==> src/rtl/guard_pkg.sv <==
// constants shared by the serial guard device and its host controller
package guard_pkg;
    localparam int CLK_MHZ = 100;
    localparam int INSTR_BITS = 9;
    localparam int OPCODE_BITS = 2;
    localparam int ADDR_BITS = 6;
    localparam int DATA_BITS = 16;
    localparam int STATUS_WINDOW_US = 1000;
    localparam int STATUS_WINDOW_CYC = STATUS_WINDOW_US * CLK_MHZ;
    localparam int PROGRAM_TIME_US = 10000;
    localparam int PROGRAM_TIME_CYC = PROGRAM_TIME_US * CLK_MHZ;
    localparam int SHIFT_HALF_CYC = 40;
    localparam logic [1:0] OP_EXT = 2'h0;
    localparam logic [1:0] OP_WRITE = 2'h1;
    localparam logic [1:0] OP_READ = 2'h2;
    localparam logic [1:0] OP_ERASE = 2'h3;
    localparam logic [1:0] EXT_DISABLE = 2'h0;
    localparam logic [1:0] EXT_WRITE_ALL = 2'h1;
    localparam logic [1:0] EXT_ERASE_ALL = 2'h2;
    localparam logic [1:0] EXT_ENABLE = 2'h3;
    localparam logic [DATA_BITS-1:0] ERASED_WORD = 16'hFFFF;
    localparam logic [4:0] CMD_BITS_W = 5'h19;
endpackage : guard_pkg
==> src/rtl/guard_link_if.sv <==
// serial link between host and guard device
`timescale 1ns/1ps
interface guard_link_if;
    logic chip_select;
    logic serial_shift_clock;
    logic serial_data_in;
    logic serial_data_out;
    logic serial_data_out_oe;
    modport dev (input chip_select, input serial_shift_clock, input serial_data_in,
        output serial_data_out, output serial_data_out_oe);
    modport host (output chip_select, output serial_shift_clock, output serial_data_in,
        input serial_data_out, input serial_data_out_oe);
endinterface : guard_link_if

==> src/rtl/guard_device.sv <==
// device end: instruction shifter, program lock, self-timed programming and status
`timescale 1ns/1ps
module guard_device
    import guard_pkg::*;
#(
    parameter int PROG_CYC = PROGRAM_TIME_CYC,
    parameter int WINDOW_CYC = STATUS_WINDOW_CYC
) (
    // clock and reset
    input wire logic SYS_CLK,
    input wire logic RESETN,
    // link
    guard_link_if.dev LINK,
    // state seen by the user side
    output logic PROGRAM_ENABLED,
    output logic BUSY,
    output logic COMMIT_VALID,
    output logic [ADDR_BITS-1:0] COMMIT_ADDR,
    output logic [DATA_BITS-1:0] COMMIT_DATA,
    output logic COMMIT_ALL
);
    typedef enum logic [2:0] {
        ST_IDLE = 3'b000,
        ST_SHIFT = 3'b001,
        ST_WAIT_DESELECT = 3'b010,
        ST_PROGRAM = 3'b011,
        ST_DONE = 3'b100
    } dev_state_e;

    logic [1:0] cs_sync, sk_sync, di_sync;
    logic sk_prev, cs_prev;
    dev_state_e state, next_state;
    logic [4:0] bit_cnt, next_bit_cnt;
    logic [24:0] shift, next_shift;
    logic enabled, next_enabled;
    logic [31:0] timer, next_timer;
    logic status_ok, next_status_ok;
    logic do_q, next_do_q, oe_q, next_oe_q;
    logic cv, next_cv, call, next_call;
    logic [ADDR_BITS-1:0] caddr, next_caddr;
    logic [DATA_BITS-1:0] cdata, next_cdata;
    logic busy_q, next_busy;
    logic [1:0] op;
    logic [ADDR_BITS-1:0] adr;
    logic needs_data, is_prog, sk_rise, cs_fall, cs_rise;

    function automatic logic [4:0] bits_needed(input logic [1:0] opc, input logic [1:0] ext);
        if (opc == OP_WRITE || (opc == OP_EXT && ext == EXT_WRITE_ALL)) begin
            bits_needed = CMD_BITS_W;
        end else begin
            bits_needed = 5'(INSTR_BITS);
        end
    endfunction : bits_needed

    // pins are asynchronous to SYS_CLK; two stages before anything reads them
    always_ff @(posedge SYS_CLK or negedge RESETN) begin
        if (!RESETN) begin
            cs_sync <= 2'h0;
            sk_sync <= 2'h0;
            di_sync <= 2'h0;
            sk_prev <= 1'b0;
            cs_prev <= 1'b0;
        end else begin
            cs_sync <= {cs_sync[0], LINK.chip_select};
            sk_sync <= {sk_sync[0], LINK.serial_shift_clock};
            di_sync <= {di_sync[0], LINK.serial_data_in};
            sk_prev <= sk_sync[1];
            cs_prev <= cs_sync[1];
        end
    end

    assign sk_rise = sk_sync[1] & ~sk_prev;
    assign cs_fall = ~cs_sync[1] & cs_prev;
    assign cs_rise = cs_sync[1] & ~cs_prev;
    // shift holds start bit at the top of the first nine bits
    assign op = (bit_cnt >= 5'(INSTR_BITS)) ? shift[bit_cnt-5'd2 -: 2] : 2'h0;
    assign adr = (bit_cnt >= 5'(INSTR_BITS)) ? shift[bit_cnt-5'd4 -: 6] : 6'h0;
    assign needs_data = (op == OP_WRITE) || (op == OP_EXT && adr[5:4] == EXT_WRITE_ALL);
    assign is_prog = (op != OP_READ) && !(op == OP_EXT && adr[5] == adr[4]);

    always_comb begin
        next_state = state;
        next_bit_cnt = bit_cnt;
        next_shift = shift;
        next_enabled = enabled;
        next_timer = timer;
        next_status_ok = status_ok;
        next_do_q = do_q;
        next_oe_q = 1'b0;
        next_cv = 1'b0;
        next_call = call;
        next_caddr = caddr;
        next_cdata = cdata;
        case (state)
            ST_IDLE: begin
                next_bit_cnt = 5'h0;
                // wait for the start bit, a one on data in at a shift edge
                if (cs_sync[1] && sk_rise && di_sync[1]) begin
                    next_shift = 25'h1;
                    next_bit_cnt = 5'h1;
                    next_state = ST_SHIFT;
                end
            end
            ST_SHIFT: begin
                if (!cs_sync[1]) begin
                    // an instruction cut short by deselect does nothing
                    next_state = ST_IDLE;
                end else if (sk_rise) begin
                    next_shift = {shift[23:0], di_sync[1]};
                    next_bit_cnt = bit_cnt + 5'h1;
                    // with eight bits in, opcode sits at [6:5] and the extended code at [4:3]
                    if (bit_cnt == 5'(INSTR_BITS - 1)
                            && bits_needed(shift[6:5], shift[4:3]) == 5'(INSTR_BITS)) begin
                        next_state = ST_WAIT_DESELECT;
                    end else if (bit_cnt == CMD_BITS_W - 5'h1) begin
                        next_state = ST_WAIT_DESELECT;
                    end
                end
            end
            ST_WAIT_DESELECT: begin
                if (cs_fall) begin
                    next_state = ST_IDLE;
                    if (op == OP_EXT && adr[5:4] == EXT_ENABLE) begin
                        next_enabled = 1'b1;
                    end else if (op == OP_EXT && adr[5:4] == EXT_DISABLE) begin
                        next_enabled = 1'b0;
                    end else if (is_prog && enabled) begin
                        // timer starts on deselect after the last bit
                        next_state = ST_PROGRAM;
                        next_timer = 32'h0;
                        next_status_ok = 1'b1;
                        next_call = (op == OP_EXT);
                        next_caddr = adr;
                        next_cdata = needs_data ? shift[DATA_BITS-1:0] : ERASED_WORD;
                    end
                    // locked: erase and write are dropped unseen
                end
            end
            ST_PROGRAM: begin
                next_timer = timer + 32'h1;
                if (timer >= 32'(WINDOW_CYC) && !cs_sync[1]) begin
                    next_status_ok = 1'b0;
                end
                if (cs_sync[1] && status_ok) begin
                    next_oe_q = 1'b1;
                    next_do_q = 1'b0;
                end
                if (timer == 32'(PROG_CYC - 1)) begin
                    next_cv = 1'b1;
                    next_state = ST_DONE;
                end
            end
            ST_DONE: begin
                if (cs_sync[1] && status_ok) begin
                    next_oe_q = 1'b1;
                    next_do_q = 1'b1;
                end else begin
                    next_state = ST_IDLE;
                    next_status_ok = 1'b0;
                end
                // a fresh select after ready is a new instruction, not status
                if (cs_rise) begin
                    next_state = ST_IDLE;
                    next_oe_q = 1'b0;
                end
            end
            default: next_state = ST_IDLE;
        endcase
        next_busy = (next_state == ST_PROGRAM);
    end

    // reset sets the lock, standing in for power-up; the disable instruction sets it too
    always_ff @(posedge SYS_CLK or negedge RESETN) begin
        if (!RESETN) begin
            state <= ST_IDLE;
            bit_cnt <= 5'h0;
            shift <= 25'h0;
            enabled <= 1'b0;
            timer <= 32'h0;
            status_ok <= 1'b0;
            do_q <= 1'b0;
            oe_q <= 1'b0;
            cv <= 1'b0;
            call <= 1'b0;
            caddr <= '0;
            cdata <= '0;
            busy_q <= 1'b0;
        end else begin
            state <= next_state;
            bit_cnt <= next_bit_cnt;
            shift <= next_shift;
            enabled <= next_enabled;
            timer <= next_timer;
            status_ok <= next_status_ok;
            do_q <= next_do_q;
            oe_q <= next_oe_q;
            cv <= next_cv;
            call <= next_call;
            caddr <= next_caddr;
            cdata <= next_cdata;
            busy_q <= next_busy;
        end
    end

    assign LINK.serial_data_out = do_q;
    assign LINK.serial_data_out_oe = oe_q;
    assign PROGRAM_ENABLED = enabled;
    assign BUSY = busy_q;
    assign COMMIT_VALID = cv;
    assign COMMIT_ADDR = caddr;
    assign COMMIT_DATA = cdata;
    assign COMMIT_ALL = call;
endmodule : guard_device

==> src/flat_wrapper.sv <==
// flat-port wrapper written by rule: the top's interface ports become plain ports
module guard_device_flat import guard_pkg::*;
#(
    parameter int PROG_CYC = PROGRAM_TIME_CYC,
    parameter int WINDOW_CYC = STATUS_WINDOW_CYC
)
  (SYS_CLK, RESETN, PROGRAM_ENABLED, BUSY, COMMIT_VALID, COMMIT_ADDR, COMMIT_DATA, COMMIT_ALL, LINK_chip_select, LINK_serial_shift_clock, LINK_serial_data_in, LINK_serial_data_out, LINK_serial_data_out_oe);
  guard_link_if LINK_i ();
  input wire logic SYS_CLK;
  input wire logic RESETN;
  output logic PROGRAM_ENABLED;
  output logic BUSY;
  output logic COMMIT_VALID;
  output logic [ADDR_BITS-1:0] COMMIT_ADDR;
  output logic [DATA_BITS-1:0] COMMIT_DATA;
  output logic COMMIT_ALL;
  input wire logic [$bits(LINK_i.chip_select)-1:0] LINK_chip_select;
  input wire logic [$bits(LINK_i.serial_shift_clock)-1:0] LINK_serial_shift_clock;
  input wire logic [$bits(LINK_i.serial_data_in)-1:0] LINK_serial_data_in;
  output wire logic [$bits(LINK_i.serial_data_out)-1:0] LINK_serial_data_out;
  output wire logic [$bits(LINK_i.serial_data_out_oe)-1:0] LINK_serial_data_out_oe;
  assign LINK_i.chip_select = LINK_chip_select;
  assign LINK_i.serial_shift_clock = LINK_serial_shift_clock;
  assign LINK_i.serial_data_in = LINK_serial_data_in;
  assign LINK_serial_data_out = LINK_i.serial_data_out;
  assign LINK_serial_data_out_oe = LINK_i.serial_data_out_oe;
  guard_device #(.PROG_CYC(PROG_CYC), .WINDOW_CYC(WINDOW_CYC)) u_core (.SYS_CLK(SYS_CLK), .RESETN(RESETN), .LINK(LINK_i), .PROGRAM_ENABLED(PROGRAM_ENABLED), .BUSY(BUSY), .COMMIT_VALID(COMMIT_VALID), .COMMIT_ADDR(COMMIT_ADDR), .COMMIT_DATA(COMMIT_DATA), .COMMIT_ALL(COMMIT_ALL));
endmodule
==> config.mk <==
export PLATFORM = sky130hd
export DESIGN_NAME = guard_device_flat
export DESIGN_NICKNAME = d
export VERILOG_FILES = /design/src/rtl/guard_pkg.sv /design/src/rtl/guard_link_if.sv /design/src/rtl/guard_device.sv /design/src/flat_wrapper.sv
export SDC_FILE = /design/constraint.sdc
export NUM_CORES = 1
export LEC_CHECK = 0
export ABC_AREA = 1
export BUFFER_PORTS_ARGS = -buffer_cell sky130_fd_sc_hd__buf_2
export CELL_PAD_IN_SITES_DETAIL_PLACEMENT = 0
export CELL_PAD_IN_SITES_GLOBAL_PLACEMENT = 1
export CORE_MARGIN = 2
export CORE_UTILIZATION = 35
export DETAILED_ROUTE_END_ITERATION = 10
export PLACE_DENSITY_LB_ADDON = 0.25
export SETUP_SLACK_MARGIN = 0.15
export SLEW_MARGIN = 20
export SYNTH_ARGS = -nofsm -noshare
export SYNTH_HDL_FRONTEND = slang
export SYNTH_SLANG_ARGS = --single-unit
==> constraint.sdc <==
create_clock -name SYS_CLK -period 8.6 [get_ports SYS_CLK]
set_input_delay 0 -clock SYS_CLK [delete_from_list [all_inputs] [get_ports SYS_CLK]]
set_output_delay 0 -clock SYS_CLK [all_outputs]
set_load 0.01 [all_outputs]
* Yosys cells after proc, flatten, opt, wreduce, memory -nomap -nowiden
Index checks and enable logic that the tools add are counted.
Operators by class: magnitude comparators 2, $add $sub $neg 4, reduce and logical (&&, ||, !) cells 32, shifts and indexed selects 2, bitwise logic cells 8, equal/unequal tests 27, muxes and demuxes 50
Operator list (number):
- 32-bit two-way mux | 4
- 25-bit two-way mux | 3
- 32-bit one-hot mux with 2 select lines | 1
- 25-bit one-hot mux with 2 select lines | 1
- 3-bit two-way mux | 11
- 32-bit by 1-bit adder with 32-bit output, second input constant | 1
- 32-bit by 20-bit == test with 1-bit output, second input constant | 1
- 32-bit by 17-bit >= comparator with 1-bit output, second input constant | 1
- 5-bit two-way mux | 6
- 30-bit by 6-bit indexed part select with 6-bit output | 1
- 26-bit by 6-bit indexed part select with 2-bit output | 1
- 16-bit two-way mux | 1
- 2-bit by 1-bit inequality test with 1-bit output, second input constant | 8
- 1-bit two-way mux | 15
- 3-bit one-hot mux with 5 select lines | 1
- 1-bit logical AND | 12
- 5-bit by 4-bit == test with 1-bit output, second input constant | 2
- 5-bit one-hot mux with 2 select lines | 1
- 5-bit AND reduction | 2
- 3-bit by 2-bit == test with 1-bit output, second input constant | 3
- 3-bit AND reduction | 3
- 2-bit by 1-bit == test with 1-bit output, second input constant | 4
- 2-bit inequality test, second input constant | 4
- 2-bit nonzero test | 4
- 22 further kinds | 34
Storage, ports and cells: input port bits 5, output and inout port bits 28, bits in registers 102

* Longest topological paths before layout
Gate-level depths: netlist of run 1.
depth after elaboration 14, depth in mapped cells 23

* Least setup slack after synthesis of run 1
OpenSTA, ideal clock, no wires.
path kind reg-to-reg, start register u_core.bit_cnt[1], end register u_core.cdata[11] (netlist: u_core.COMMIT_DATA[11]), arrival 3.122 ns, setup time 0.121 ns, path buffers 5, setup slack 5.356 ns, period minus slack after synthesis 3.244 ns, cell stages (with the launch flop) 21, cell sequence dfrtp_1 buf_2 inv_1 buf_2 buf_1 ha_1 a21oi_1 a211oi_2 inv_2 o311ai_0 inv_1 ha_1 or2_2 nand3_2 nand2_1 nor2_2 nand2_2 buf_6 buf_6 nand2_1 o21ai_1
Between the ends: word-level cells in the longest chain between the ends 9
Ends and longest elaborated chain:
- from (decl) | RTL line guard_device.sv:33 | logic [4:0] bit_cnt, next_bit_cnt;
- from (signal assigned) | RTL line guard_device.sv:190 | bit_cnt <= next_bit_cnt;
- 5-bit by 3-bit subtractor with 5-bit output | RTL line guard_device.sv:77 | assign adr = (bit_cnt >= 5'(INSTR_BITS)) ? shift[bit_cnt-5'd4 -: 6] : 6'h0;
- 30-bit by 6-bit indexed part select with 6-bit output | RTL line guard_device.sv:77
- 6-bit two-way mux (*) | RTL line guard_device.sv:77
- via u_core.adr[5] | RTL line guard_device.sv:44 | logic [ADDR_BITS-1:0] adr;
- 1-bit == test | RTL line guard_device.sv:79 | assign is_prog = (op != OP_READ) && !(op == OP_EXT && adr[5] == adr[4]);
- 1-bit logical AND | RTL line guard_device.sv:79
- 1-bit zero test | RTL line guard_device.sv:79
- 1-bit logical AND | RTL line guard_device.sv:79
- 1-bit logical AND | RTL line guard_device.sv:127 | end else if (is_prog && enabled) begin
- 5-bit AND reduction (no line)
- to (signal assigned) | RTL line guard_device.sv:200 | cdata <= next_cdata;
- to (decl) | RTL line guard_device.sv:41 | logic [DATA_BITS-1:0] cdata, next_cdata;
Mark *: on every way through the listed nets, which the timed path passes. The rest lies on a longest branch. A chain may end at the register's enable or synchronous reset.

* Worst setup path after layout of run 1
start register u_core.bit_cnt[1], end register u_core.busy_q (netlist: u_core.BUSY)
Between the ends: word-level cells in the longest chain between the ends 14
Ends and longest elaborated chain:
- 5-bit by 3-bit subtractor with 5-bit output | RTL line guard_device.sv:77
- 30-bit by 6-bit indexed part select with 6-bit output | RTL line guard_device.sv:77
- 6-bit two-way mux (*) | RTL line guard_device.sv:77
- via u_core.adr[5] | RTL line guard_device.sv:44
- 1-bit == test | RTL line guard_device.sv:79
- 1-bit logical AND | RTL line guard_device.sv:79
- 1-bit zero test | RTL line guard_device.sv:79
- 1-bit logical AND | RTL line guard_device.sv:79
- 1-bit logical AND | RTL line guard_device.sv:127
- 2-bit two-way mux | RTL line guard_device.sv:127
- 3-bit two-way mux | RTL line guard_device.sv:125 | end else if (op == OP_EXT && adr[5:4] == EXT_DISABLE) begin
- 3-bit two-way mux (*) | RTL line guard_device.sv:123 | if (op == OP_EXT && adr[5:4] == EXT_ENABLE) begin
- 3-bit two-way mux (*) | RTL line guard_device.sv:121 | if (cs_fall) begin
- 3-bit one-hot mux with 5 select lines (*) | RTL line guard_device.sv:94 | case (state)
- 3-bit by 2-bit == test with 1-bit output (*) | RTL line guard_device.sv:169 | next_busy = (next_state == ST_PROGRAM);
- via u_core.next_busy | RTL line guard_device.sv:42 | logic busy_q, next_busy;
- to (signal assigned) | RTL line guard_device.sv:201 | busy_q <= next_busy;
- to (decl) | RTL line guard_device.sv:42
Marks and branches as above.

==> metrics, run 1 <==
syn_nets 908; IO buf count 32; adder-cell share of the synthesized area 0.02786; Max Freq 209.5 MHz; Hold Violations, Final 0; Starting Density 0.3537; Post-DRT Antenna Nets 0; critical path endpoint category flop; RSZ-0062 raised after global routing no; max_cap viols 0; period utilization 0.5551; worst endpoint required time just under 9000 ps; Synth Flop Type dfrtp_1; crit path capture u_core.BUSY; P_leak around 3.2 nW; Avg WL per Cell around 15 um; pwr/cell area about 130 nW/um2; WS Path Type reg -> reg; Reg clk slew, reported paths roughly 70 ps; Post-Syn Instances 889; Final Skew roughly 5.3 ps; slowest stage delay, CP ~900 ps; P&R area growth vs syn 10.15%; CP cell instances inv_1, nand3_1, nand2_1, a22o_1, o311ai_0, inv_1, ha_1, or2_2, nand3_2, nand2_1, nor2_2, nand2_2, a21oi_1; # IOs 33; row count about 50; DR DRC count 0; core area roughly 18000 um2; clock buffer count from CTS 9; top cell type's share of synthesized area 0.4059; initial antenna violation count 0; area leader, netlist dfrtp_1; Clk pwr share 0.439; synthesized cell area ~6300 um2; clock sinks roughly 100; Avg Inst Size Synth approximately 7 um2; die height between 100 and 150 um; CTS Hold Buffers Added 4; H-tree depth 3; Clock Latency Late Sink approximately 350 ps; Place WS slightly below 4000 ps; multiplexer area fraction after synthesis 0.003183; relative slew slack 0.3799; fraction of synthesized cell area in xor and xnor cells 0.006964; Yosys warnings 0; Slowest cell on crit path dfrtp_1; Async S/R FF share, synth 1.000; Setup WS post-layout roughly 3800 ps; detailed-route via count 5798; chip width about 140 um; count of state elements after synthesis 102; number of synthesized flops with an enable pin 0; cts repair resizes 0; die area 19060 um2; Iteration-0 DRC Markers between 300 and 400; global route overflow 0; Post-Route WL around 17000 um; total iterations of the first detailed-routing run 5; Reg power frac 0.522; critical path peak fanout about 50; Max VDD drop about 0.10 mV; class of the worst hold path in -> async; outcome complete, no violations; clk buf depth 2; postcts setup bufs 0; Least-Margin Pin Slew between 900 and 1000 ps; Cell variety after synth 40; antenna cells 0; total track usage 0.1843; complex-gate fraction of the synthesized area 0.1162; Int Pwr around 0.72 mW; post-synthesis sequential area ratio 0.4059; setup violators final 0; largest net degree at the start of global routing 64; nets around 930; final max-slew violation count 0; number of global-route vias before repair around 5600; combinational share of power 0.039; top cells by area, synth dfrtp_1 (41%), nand2_1 (17%), nand3_1 (8.4%), nor2_1 (4.5%), inv_1 (4.5%); share of cells above drive strength 1 0.09430; WP data arrival between 5000 and 6000 ps; R2R setup slack approximately 3800 ps; sw frac 0.2293; Synth Area in Simple Gates 0.3619; clock root cell clkbuf_16; drt via density between 5 and 6; switching pwr between 0.2 and 0.25 mW; hpwl dp 12600 um; largest family of logic cells by synthesized area simple AND/OR/NAND/NOR gates; Startpoint Class flop; CTS tree done; setup_tns 0 ps; Final Wtd Congestion between 0.8 and 0.9; Critical Path Start u_core.bit_cnt[1]; Tmin final around 4800 ps; R2R depth 13; FF-to-FF Start u_core.bit_cnt[1]; first-pass GRT wire length 29020 um; Reg-to-Reg End u_core.BUSY
[stage by stage]
stage                     std cells  hold WS (ps)  total power [mW]  utilization  area [um2]
after floorplan                 889        -295.6            0.5155            -        6289
after global placement         1121         7.307            0.5332       0.3703        6584
after detailed placement       1121         12.78            0.5329       0.3703        6584
after CTS                      1141         181.4            0.9491       0.3893        6922
after global routing           1141         210.0            0.9731       0.3896        6927
final                          1141         157.2            0.9342       0.3896        6927
[synth_stat cells, drive strengths merged (2+ instances only)]
cell type and count:
inv 78, o21ai 85, ha 14, nor3b 2, o211ai 4, o221ai 2
xor2 5, clkbuf 12, nor4 7, nand3b 9, or2 13, mux2i 2
nor3 22, nor2 78, buf 21, nand3 109, nand2 282, a31oi 2
a21oi 23, o311ai 2, dfrtp 102, nand4 4, o2111ai 4
[worst min path at each step]
stage,to
finish,u_core.COMMIT_ADDR[3]
global route,u_core.COMMIT_ADDR[3]
CTS,u_core.COMMIT_ADDR[3]
detailed placement,u_core.COMMIT_ADDR[3]
global placement,u_core.COMMIT_ADDR[3]
floorplan,u_core.BUSY
[logic make-up after synthesis]
group | Yosys count
xor+xnor | 5
buf+inv | 112
fa+ha+maj | 14
flops | 102
compound gates | 127
simple gates | 527
mux | 2
[worst max-delay path, delay by kind of cell (launching register included)]
family | cells | cell delay (ps)
fa+ha+maj | 1 | 220
simple gates | 7 | 1460
flops | 1 | 900
compound gates | 3 | 1320
buf+inv | 2 | 770
[layer usage]
metal	GRT usage	part of all wire	wire (um)
met1	0.2820	0.54	9285
met3	0.02251	0.031	527
met2	0.2715	0.42	7161
met4	0.05693	0.015	259
met5	0	0	0
[power by group through the flow]
| stage | Combinational (mW) | Clock [mW] | Sequential, mW |
|---|---|---|---|
| 6_report | 0.0363 | 0.410 | 0.488 |
| 5_1_grt | 0.0416 | 0.443 | 0.488 |
| 4_1_cts | 0.0370 | 0.424 | 0.488 |
| 3_5_place_dp | 0.0356 | 0 | 0.497 |
| 3_3_place_gp | 0.0358 | 0 | 0.497 |
| 2_1_floorplan | 0.0205 | 0 | 0.495 |
[area by class of cell]
type	count	area [um2]
Multi-Input combinational cell	675	3258
Inverter	79	299.0
Tap cell	229	286.5
Clock buffer	14	284.0
Timing Repair Buffer	40	232.7
Fill cell	1935	10850
Sequential cell	102	2552
Clock inverter	2	13.76
[layout by cell type, fill, tap and decap left out, types with 5 or more instances in the layout]
cell type / synthesis / routed
o21ai_0: 46 / 46
nand2_1: 281 / 281
xor2_1: 5 / 5
nand3_1: 105 / 105
or2_2: 13 / 13
buf_4: 2 / 5
nor3_1: 22 / 22
o21ai_2: 7 / 7
inv_1: 75 / 75
o21ai_1: 32 / 32
dfrtp_1: 102 / 102
nand3b_1: 9 / 9
a21oi_1: 23 / 23
clkbuf_16: 0 / 9
nor4_1: 7 / 7
ha_1: 14 / 14
buf_2: 12 / 31
nor2_1: 76 / 73
[registers in the layout (all words and copies together) (netlist names), 2 cells and up]
| register | flops |
|---|---|
| u_core.shift | 25 |
| u_core.di_sync | 2 |
| u_core.cs_sync | 2 |
| u_core.sk_sync | 2 |
| u_core.timer | 32 |
| u_core.COMMIT_DATA | 16 |
| u_core.bit_cnt | 5 |
| u_core.state | 3 |
| u_core.COMMIT_ADDR | 6 |
No activity file was read; power rests on OpenSTA's default activity.
==> run 2, diff against run 1 <==
--- a/config.mk
+++ b/config.mk
@@ -5,7 +5,7 @@
 export SDC_FILE = /design/constraint.sdc
 export NUM_CORES = 1
 export LEC_CHECK = 0
-export ABC_AREA = 1
+export ABC_AREA = 0
 export BUFFER_PORTS_ARGS = -buffer_cell sky130_fd_sc_hd__buf_2
 export CELL_PAD_IN_SITES_DETAIL_PLACEMENT = 0
 export CELL_PAD_IN_SITES_GLOBAL_PLACEMENT = 1
==> constraint.sdc (replaced) <==
create_clock -name SYS_CLK -period 4.9 [get_ports SYS_CLK]
set_input_delay 0 -clock SYS_CLK [delete_from_list [all_inputs] [get_ports SYS_CLK]]
set_output_delay 0 -clock SYS_CLK [all_outputs]
set_load 0.01 [all_outputs]
==> run 2 against run 1 <==
Clock power grew 61%; non-clock buffer count grew 9; die area is essentially flat; synthesized area is essentially flat; wire length shrank 5.4%; critical endpoint is now u_core.COMMIT_ADDR[4].
==> metrics, run 2 <==
max reg flops 32 (unchanged); CTS Hold Buffers Added 4 (unchanged); Worst Hold Slack 102.7 ps (-54.50 ps); core area 17780 um2 (unchanged); worst endpoint required time 5130 ps (-3720 ps); hpwl dp 11250 um (-11%); number of global-route vias before repair 5036 (-9.6%); synthesized cell area 6287 um2 (about the same); Async S/R FF share, synth 1.000 (unchanged); Synth Flop Type dfrtp_1; IO buf count 32 (unchanged); most frequent cells in the layout nand2_1 (103), dfrtp_1 (101), o21ai_0 (60); max_cap viols 0 (unchanged); antenna cells 0 (unchanged); FF-to-FF Start u_core.bit_cnt[1]; final instance area 6899 um2 (-0.40%); setup violators final 0 (unchanged); Post-Syn Instances 688 (-23%); P_leak 2.936 nW (-9.6%); Setup WS post-layout 520.8 ps (-3305 ps); chip width 138.0 um (about the same); final max-slew violation count 0 (unchanged); total track usage 0.1753 (-0.009006); class of the worst hold path in -> async; Critical Path Start u_core.bit_cnt[1]; cts repair resizes 0 (unchanged); largest net degree at the start of global routing 76 (+19%); Max VDD drop 0.1889 mV (+82%); Final Skew 11.61 ps (+6.289 ps); count of state elements after synthesis 102 (unchanged); Least-Margin Pin Slew 1018 ps (+91.39 ps); first-pass GRT wire length 27370 um (-5.7%); clock sinks 102 (unchanged); setup_tns 0 ps (unchanged); DR DRC count 0 (unchanged); Startpoint Class flop; global route overflow 0 (unchanged); number of synthesized flops with an enable pin 0 (unchanged); RSZ-0062 raised after global routing no; die area 19050 um2 (about the same); Hold Violations, Final 0 (unchanged); clock buffer count from CTS 9 (unchanged); period utilization 0.8937 (+0.3386); Largest Register u_core.timer; critical path endpoint category flop; most common cell after layout, fill and taps aside nand2_1; row count 49 (unchanged); Avg Inst Size Synth 9.138 um2 (+29%); drt via density 5.559 (+9.4%); fill count 1832 (-5.3%); Place WS 535.9 ps (-3328 ps); clock root cell clkbuf_16; nets 717 (-23%); total iterations of the first detailed-routing run 5 (unchanged); post-synthesis sequential area ratio 0.4060 (about the same); critical path peak fanout 37 (-24%); share of cells above drive strength 1 0.1351 (+0.04084); count leader, synth nand2_1; Cell variety after synth 69 (+73%); Reg clk slew, reported paths 70 ps (about the same); Starting Density 0.3536 (about the same); initial antenna violation count 0 (unchanged); detailed-route via count 5181 (-11%); Layout Utilization 0.3880 (-0.001548); relative slew slack 0.3212 (-0.05874); top cells by area, synth dfrtp_1 (41%), nand2_1 (6.1%), o21ai_0 (4.9%), a21oi_1 (3.3%), mux2i_1 (2.9%); die height 138.0 um (about the same); pwr/cell area 232.6 nW/um2 (+72%); H-tree depth 3 (unchanged); area leader, netlist dfrtp_1; Max Freq 228.4 MHz (+9.0%); Post-Route WL 16300 um (-5.4%); clk buf depth 2 (unchanged); WS Path Type reg -> reg; postcts setup bufs 0 (unchanged); P&R area growth vs syn 9.731%; Tmin final 4379 ps (-394.8 ps); outcome complete, no violations; Post-DRT Antenna Nets 0 (unchanged); syn_nets 707 (-22%); Avg WL per Cell 17.49 um (+16%); post-placement cell area 6573 um2 (-0.17%); Final Wtd Congestion 0.8566 (-4.7%); top cell type's share of synthesized area 0.4060 (about the same); CTS tree done; Post-synth top cells nand2_1 (103), dfrtp_1 (102), o21ai_0 (61); WP data arrival 4610 ps (-410 ps); # IOs 33 (unchanged); Iteration-0 DRC Markers 328 (-15%); Clock Latency Late Sink 350 ps (about the same); Yosys warnings 0 (unchanged)
## run 2: cell count changes after synthesis, sizes merged, moves of 23 or more
cell and delta:
nand3 -91, nand2 -179, nor2 -42, mux2 +23, inv -60
## run 2: power breakdown
| part | switching, mW | total [mW] | internal (mW) |
|---|---|---|---|
| Combinational | 0.0578 | 0.0827 | 0.0249 |
| Sequential | 0.0137 | 0.862 | 0.848 |
| Clock | 0.314 | 0.660 | 0.346 |
## run 2: per-layer routing
metal | GRT usage | vias up | wire [um]
li1 | - | 2515 | -
met1 | 0.2378 | 2562 | 7648
met2 | 0.2910 | 88 | 7890
met3 | 0.03187 | 16 | 540
met4 | 0.04458 | 0 | 225
met5 | 0 | - | 0
## run 2: layout make-up
| cell class | count | area [um2] | area share |
|---|---|---|---|
| inverters | 19 | 71.32 | 0.01034 |
| multi-input cells | 517 | 3408 | 0.4940 |
| well taps | 229 | 286.5 | 0.04153 |
| flip-flops and latches | 102 | 2554 | 0.3701 |
| clock inverters | 3 | 18.77 | 0.002720 |
| repair buffers | 49 | 320.3 | 0.04643 |
| clock buffers | 13 | 240.2 | 0.03482 |
## run 2: final timing paths
kind | cells past startpoint | end | slack, ps
hold reg to reg | 0 | u_core.sk_sync[1] | 350
min in group SYS_CLK | 2 | u_core.di_sync[0] | 290
max in group asynchronous | 4 | u_core.COMMIT_DATA[7] | 3780
setup / recovery | 13 | u_core.COMMIT_ADDR[4] | 520
hold / removal | 2 | u_core.state[0] | 100
setup reg to reg | 13 | u_core.COMMIT_ADDR[4] | 520
## run 2: through the flow
step,instances,total power [mW]
after detailed placement,911,0.9571
final,932,1.605
after CTS,931,1.628
after global placement,911,0.9565
after global routing,932,1.683
after floorplan,688,0.9233
## run 2: cell families (layout without fill, tap and decap cells)
group,after synthesis,after routing,synth area share
muxes,48,48,0.09612
adders and majority gates,14,14,0.02786
DFF,102,102,0.4060
buffers and inverters,69,84,0.05294
and+or+nand+nor,260,260,0.2084
xor gates and xnor gates,11,11,0.01532
AOI/OAI and AO/OA,184,184,0.1934
## run 2: critical path, stage by stage (launching register included)
cell	delay, ps
dfrtp_2	920
inv_1	410
ha_1	370
nand2b_1	100
a221oi_2	120
a211oi_1	500
inv_1	100
ha_1	300
nand2_1	40
nor3_1	290
a22o_4	240
nor2b_4	200
buf_4	320
mux2_1	350
==> run 3, diff against run 2 <==
--- a/config.mk
+++ b/config.mk
@@ -7,8 +7,8 @@
 export LEC_CHECK = 0
 export ABC_AREA = 0
 export BUFFER_PORTS_ARGS = -buffer_cell sky130_fd_sc_hd__buf_2
-export CELL_PAD_IN_SITES_DETAIL_PLACEMENT = 0
-export CELL_PAD_IN_SITES_GLOBAL_PLACEMENT = 1
+export CELL_PAD_IN_SITES_DETAIL_PLACEMENT = 1
+export CELL_PAD_IN_SITES_GLOBAL_PLACEMENT = 2
 export CORE_MARGIN = 2
 export CORE_UTILIZATION = 35
 export DETAILED_ROUTE_END_ITERATION = 10
==> run 3 against run 2 <==
Register-to-register slack gained 220 ps; sequential cell count is the same; first-iteration DRC count shrank 37%.
==> metrics, run 3 (synthesis gave the netlist of run 2 again) <==
Hold Violations, Final 0 (unchanged); CTS tree done; most frequent cells in the layout nand2_1 (103), dfrtp_1 (101), o21ai_0 (60); P_leak 2.976 nW (+1.4%); Place WS 445.1 ps (-90.76 ps); Startpoint Class flop; clk buf depth 2 (unchanged); core area 17780 um2 (unchanged); Least-Margin Pin Slew 1024 ps (+5.859 ps); post-placement cell area 6590 um2 (+0.27%); clock root cell clkbuf_16; WS Path Type reg -> reg; critical path peak fanout 35 (-5.4%); hpwl dp 12460 um (+11%); Layout Utilization 0.3928 (+0.004785); Iteration-0 DRC Markers 208 (-37%); period utilization 0.8489 (-0.04477); Worst Hold Slack 254.0 ps (+151.3 ps); detailed-route via count 5256 (+1.4%); setup_tns 0 ps (unchanged); Final Wtd Congestion 0.8033 (-6.2%); Reg-to-Reg End u_core.timer[30]; global route overflow 0 (unchanged); Post-DRT Antenna Nets 0 (unchanged); die area 19050 um2 (unchanged); share of cells above drive strength 1 0.1429 (+0.007722); Starting Density 0.3536 (unchanged); Post-Route WL 17890 um (+9.7%); relative slew slack 0.3173 (-0.003906); IO buf count 32 (unchanged); Tmin final 4160 ps (-219.4 ps); class of the worst hold path in -> async; total power 1.739 mW (+8.4%); pwr/cell area 249.0 nW/um2 (+7.0%); antenna cells 0 (unchanged); initial antenna violation count 0 (unchanged); R2R depth 13 (unchanged); nets 721 (+0.56%); outcome complete, no violations; most common cell after layout, fill and taps aside nand2_1; die height 138.0 um (unchanged); worst endpoint required time 5190 ps (+60 ps); Post-Place Cells 912 (+0.11%); non-filler instance count after layout 936 (+0.43%); Clock Latency Late Sink 360 ps (about the same); largest net degree at the start of global routing 55 (-28%); final max-slew violation count 0 (unchanged); RSZ-0062 raised after global routing no; number of global-route vias before repair 5423 (+7.7%); chip width 138.0 um (unchanged); Reg clk slew, reported paths 80 ps (about the same); clock sinks 102 (unchanged); setup violators final 0 (unchanged); max reg flops 32 (unchanged); Final Skew 11.24 ps (-0.3761 ps); Max Freq 240.4 MHz (+5.3%); P&R area growth vs syn 11.08%; first-pass GRT wire length 29770 um (+8.8%); drt via density 5.615 (+1.0%); DR DRC count 0 (unchanged); total track usage 0.1922 (+0.01691); row count 49 (unchanged); H-tree depth 3 (unchanged); WP data arrival 4450 ps (-160 ps); critical path endpoint category flop; clock buffer count from CTS 9 (unchanged); # IOs 33 (unchanged); Largest Register u_core.timer; Max VDD drop 0.1665 mV (-12%); Avg WL per Cell 19.11 um (+9.2%); FF-to-FF Start u_core.bit_cnt[1]; max_cap viols 0 (unchanged); R2R setup slack 740 ps (+220 ps); final instance area 6984 um2 (+1.2%); total iterations of the first detailed-routing run 5 (unchanged); Setup WS post-layout 740.2 ps (+219.4 ps)
[run 3: cell count changes in the layout (fill, tap and decap cells not counted), sizes merged]
cell and delta:
clkinv -2, clkinvlp +2, inv +1, clkbuf -3, bufinv +2, buf +4
[run 3: metal layers]
layer,vias to the layer above,GRT usage,share of wire
li1,2514,-,-
met1,2670,0.2504,0.46
met2,56,0.3353,0.50
met3,16,0.02840,0.023
met4,0,0.05102,0.012
met5,-,0,0
[run 3: how the worst max path moves through the flow]
stage                            startpoint                    end  slack (ps)  depth (start not counted)
final                     u_core.bit_cnt[1]       u_core.timer[30]         740                         13
after global routing      u_core.bit_cnt[3]       u_core.timer[29]         310                         16
after CTS                 u_core.bit_cnt[1]  u_core.COMMIT_DATA[5]         430                         13
after detailed placement  u_core.bit_cnt[1]  u_core.COMMIT_DATA[5]         450                         13
after global placement    u_core.bit_cnt[1]  u_core.COMMIT_DATA[0]         660                         13
after floorplan           u_core.bit_cnt[2]  u_core.COMMIT_ADDR[4]         550                         18
[run 3: final cells by class]
class                      instances  area, um2
clock buffer                      10      229.0
clock inverter                     6      92.59
fill                            2098      10800
inverter                          19      71.32
multi-input combinational        517       3406
sequential                       102       2556
tap                              229      286.5
timing repair buffer              53      342.8
[run 3: critical path: stages (launching register included)]
cell      delay (ps)
dfrtp_4          660
inv_1            350
ha_1             310
nand2b_1          90
a221oi_2         630
a211oi_1         220
inv_1            140
ha_1             240
nand2_1           60
nor3_1            60
a22o_4           290
a21oi_4          640
o21ai_0          240
a21oi_2          150
[run 3: what timing repair did]
action,CTS,global route
setup endpoints to repair,0,16
hold buffers,4,0
resized for setup,0,1
endpoints found under the hold margin,56,0
buffers inserted,0,4
[run 3: power breakdown]
group,internal (mW),total [mW],switching [mW]
clock network,0.452,0.795,0.343
registers,0.848,0.864,0.0158
logic,0.0224,0.0806,0.0582
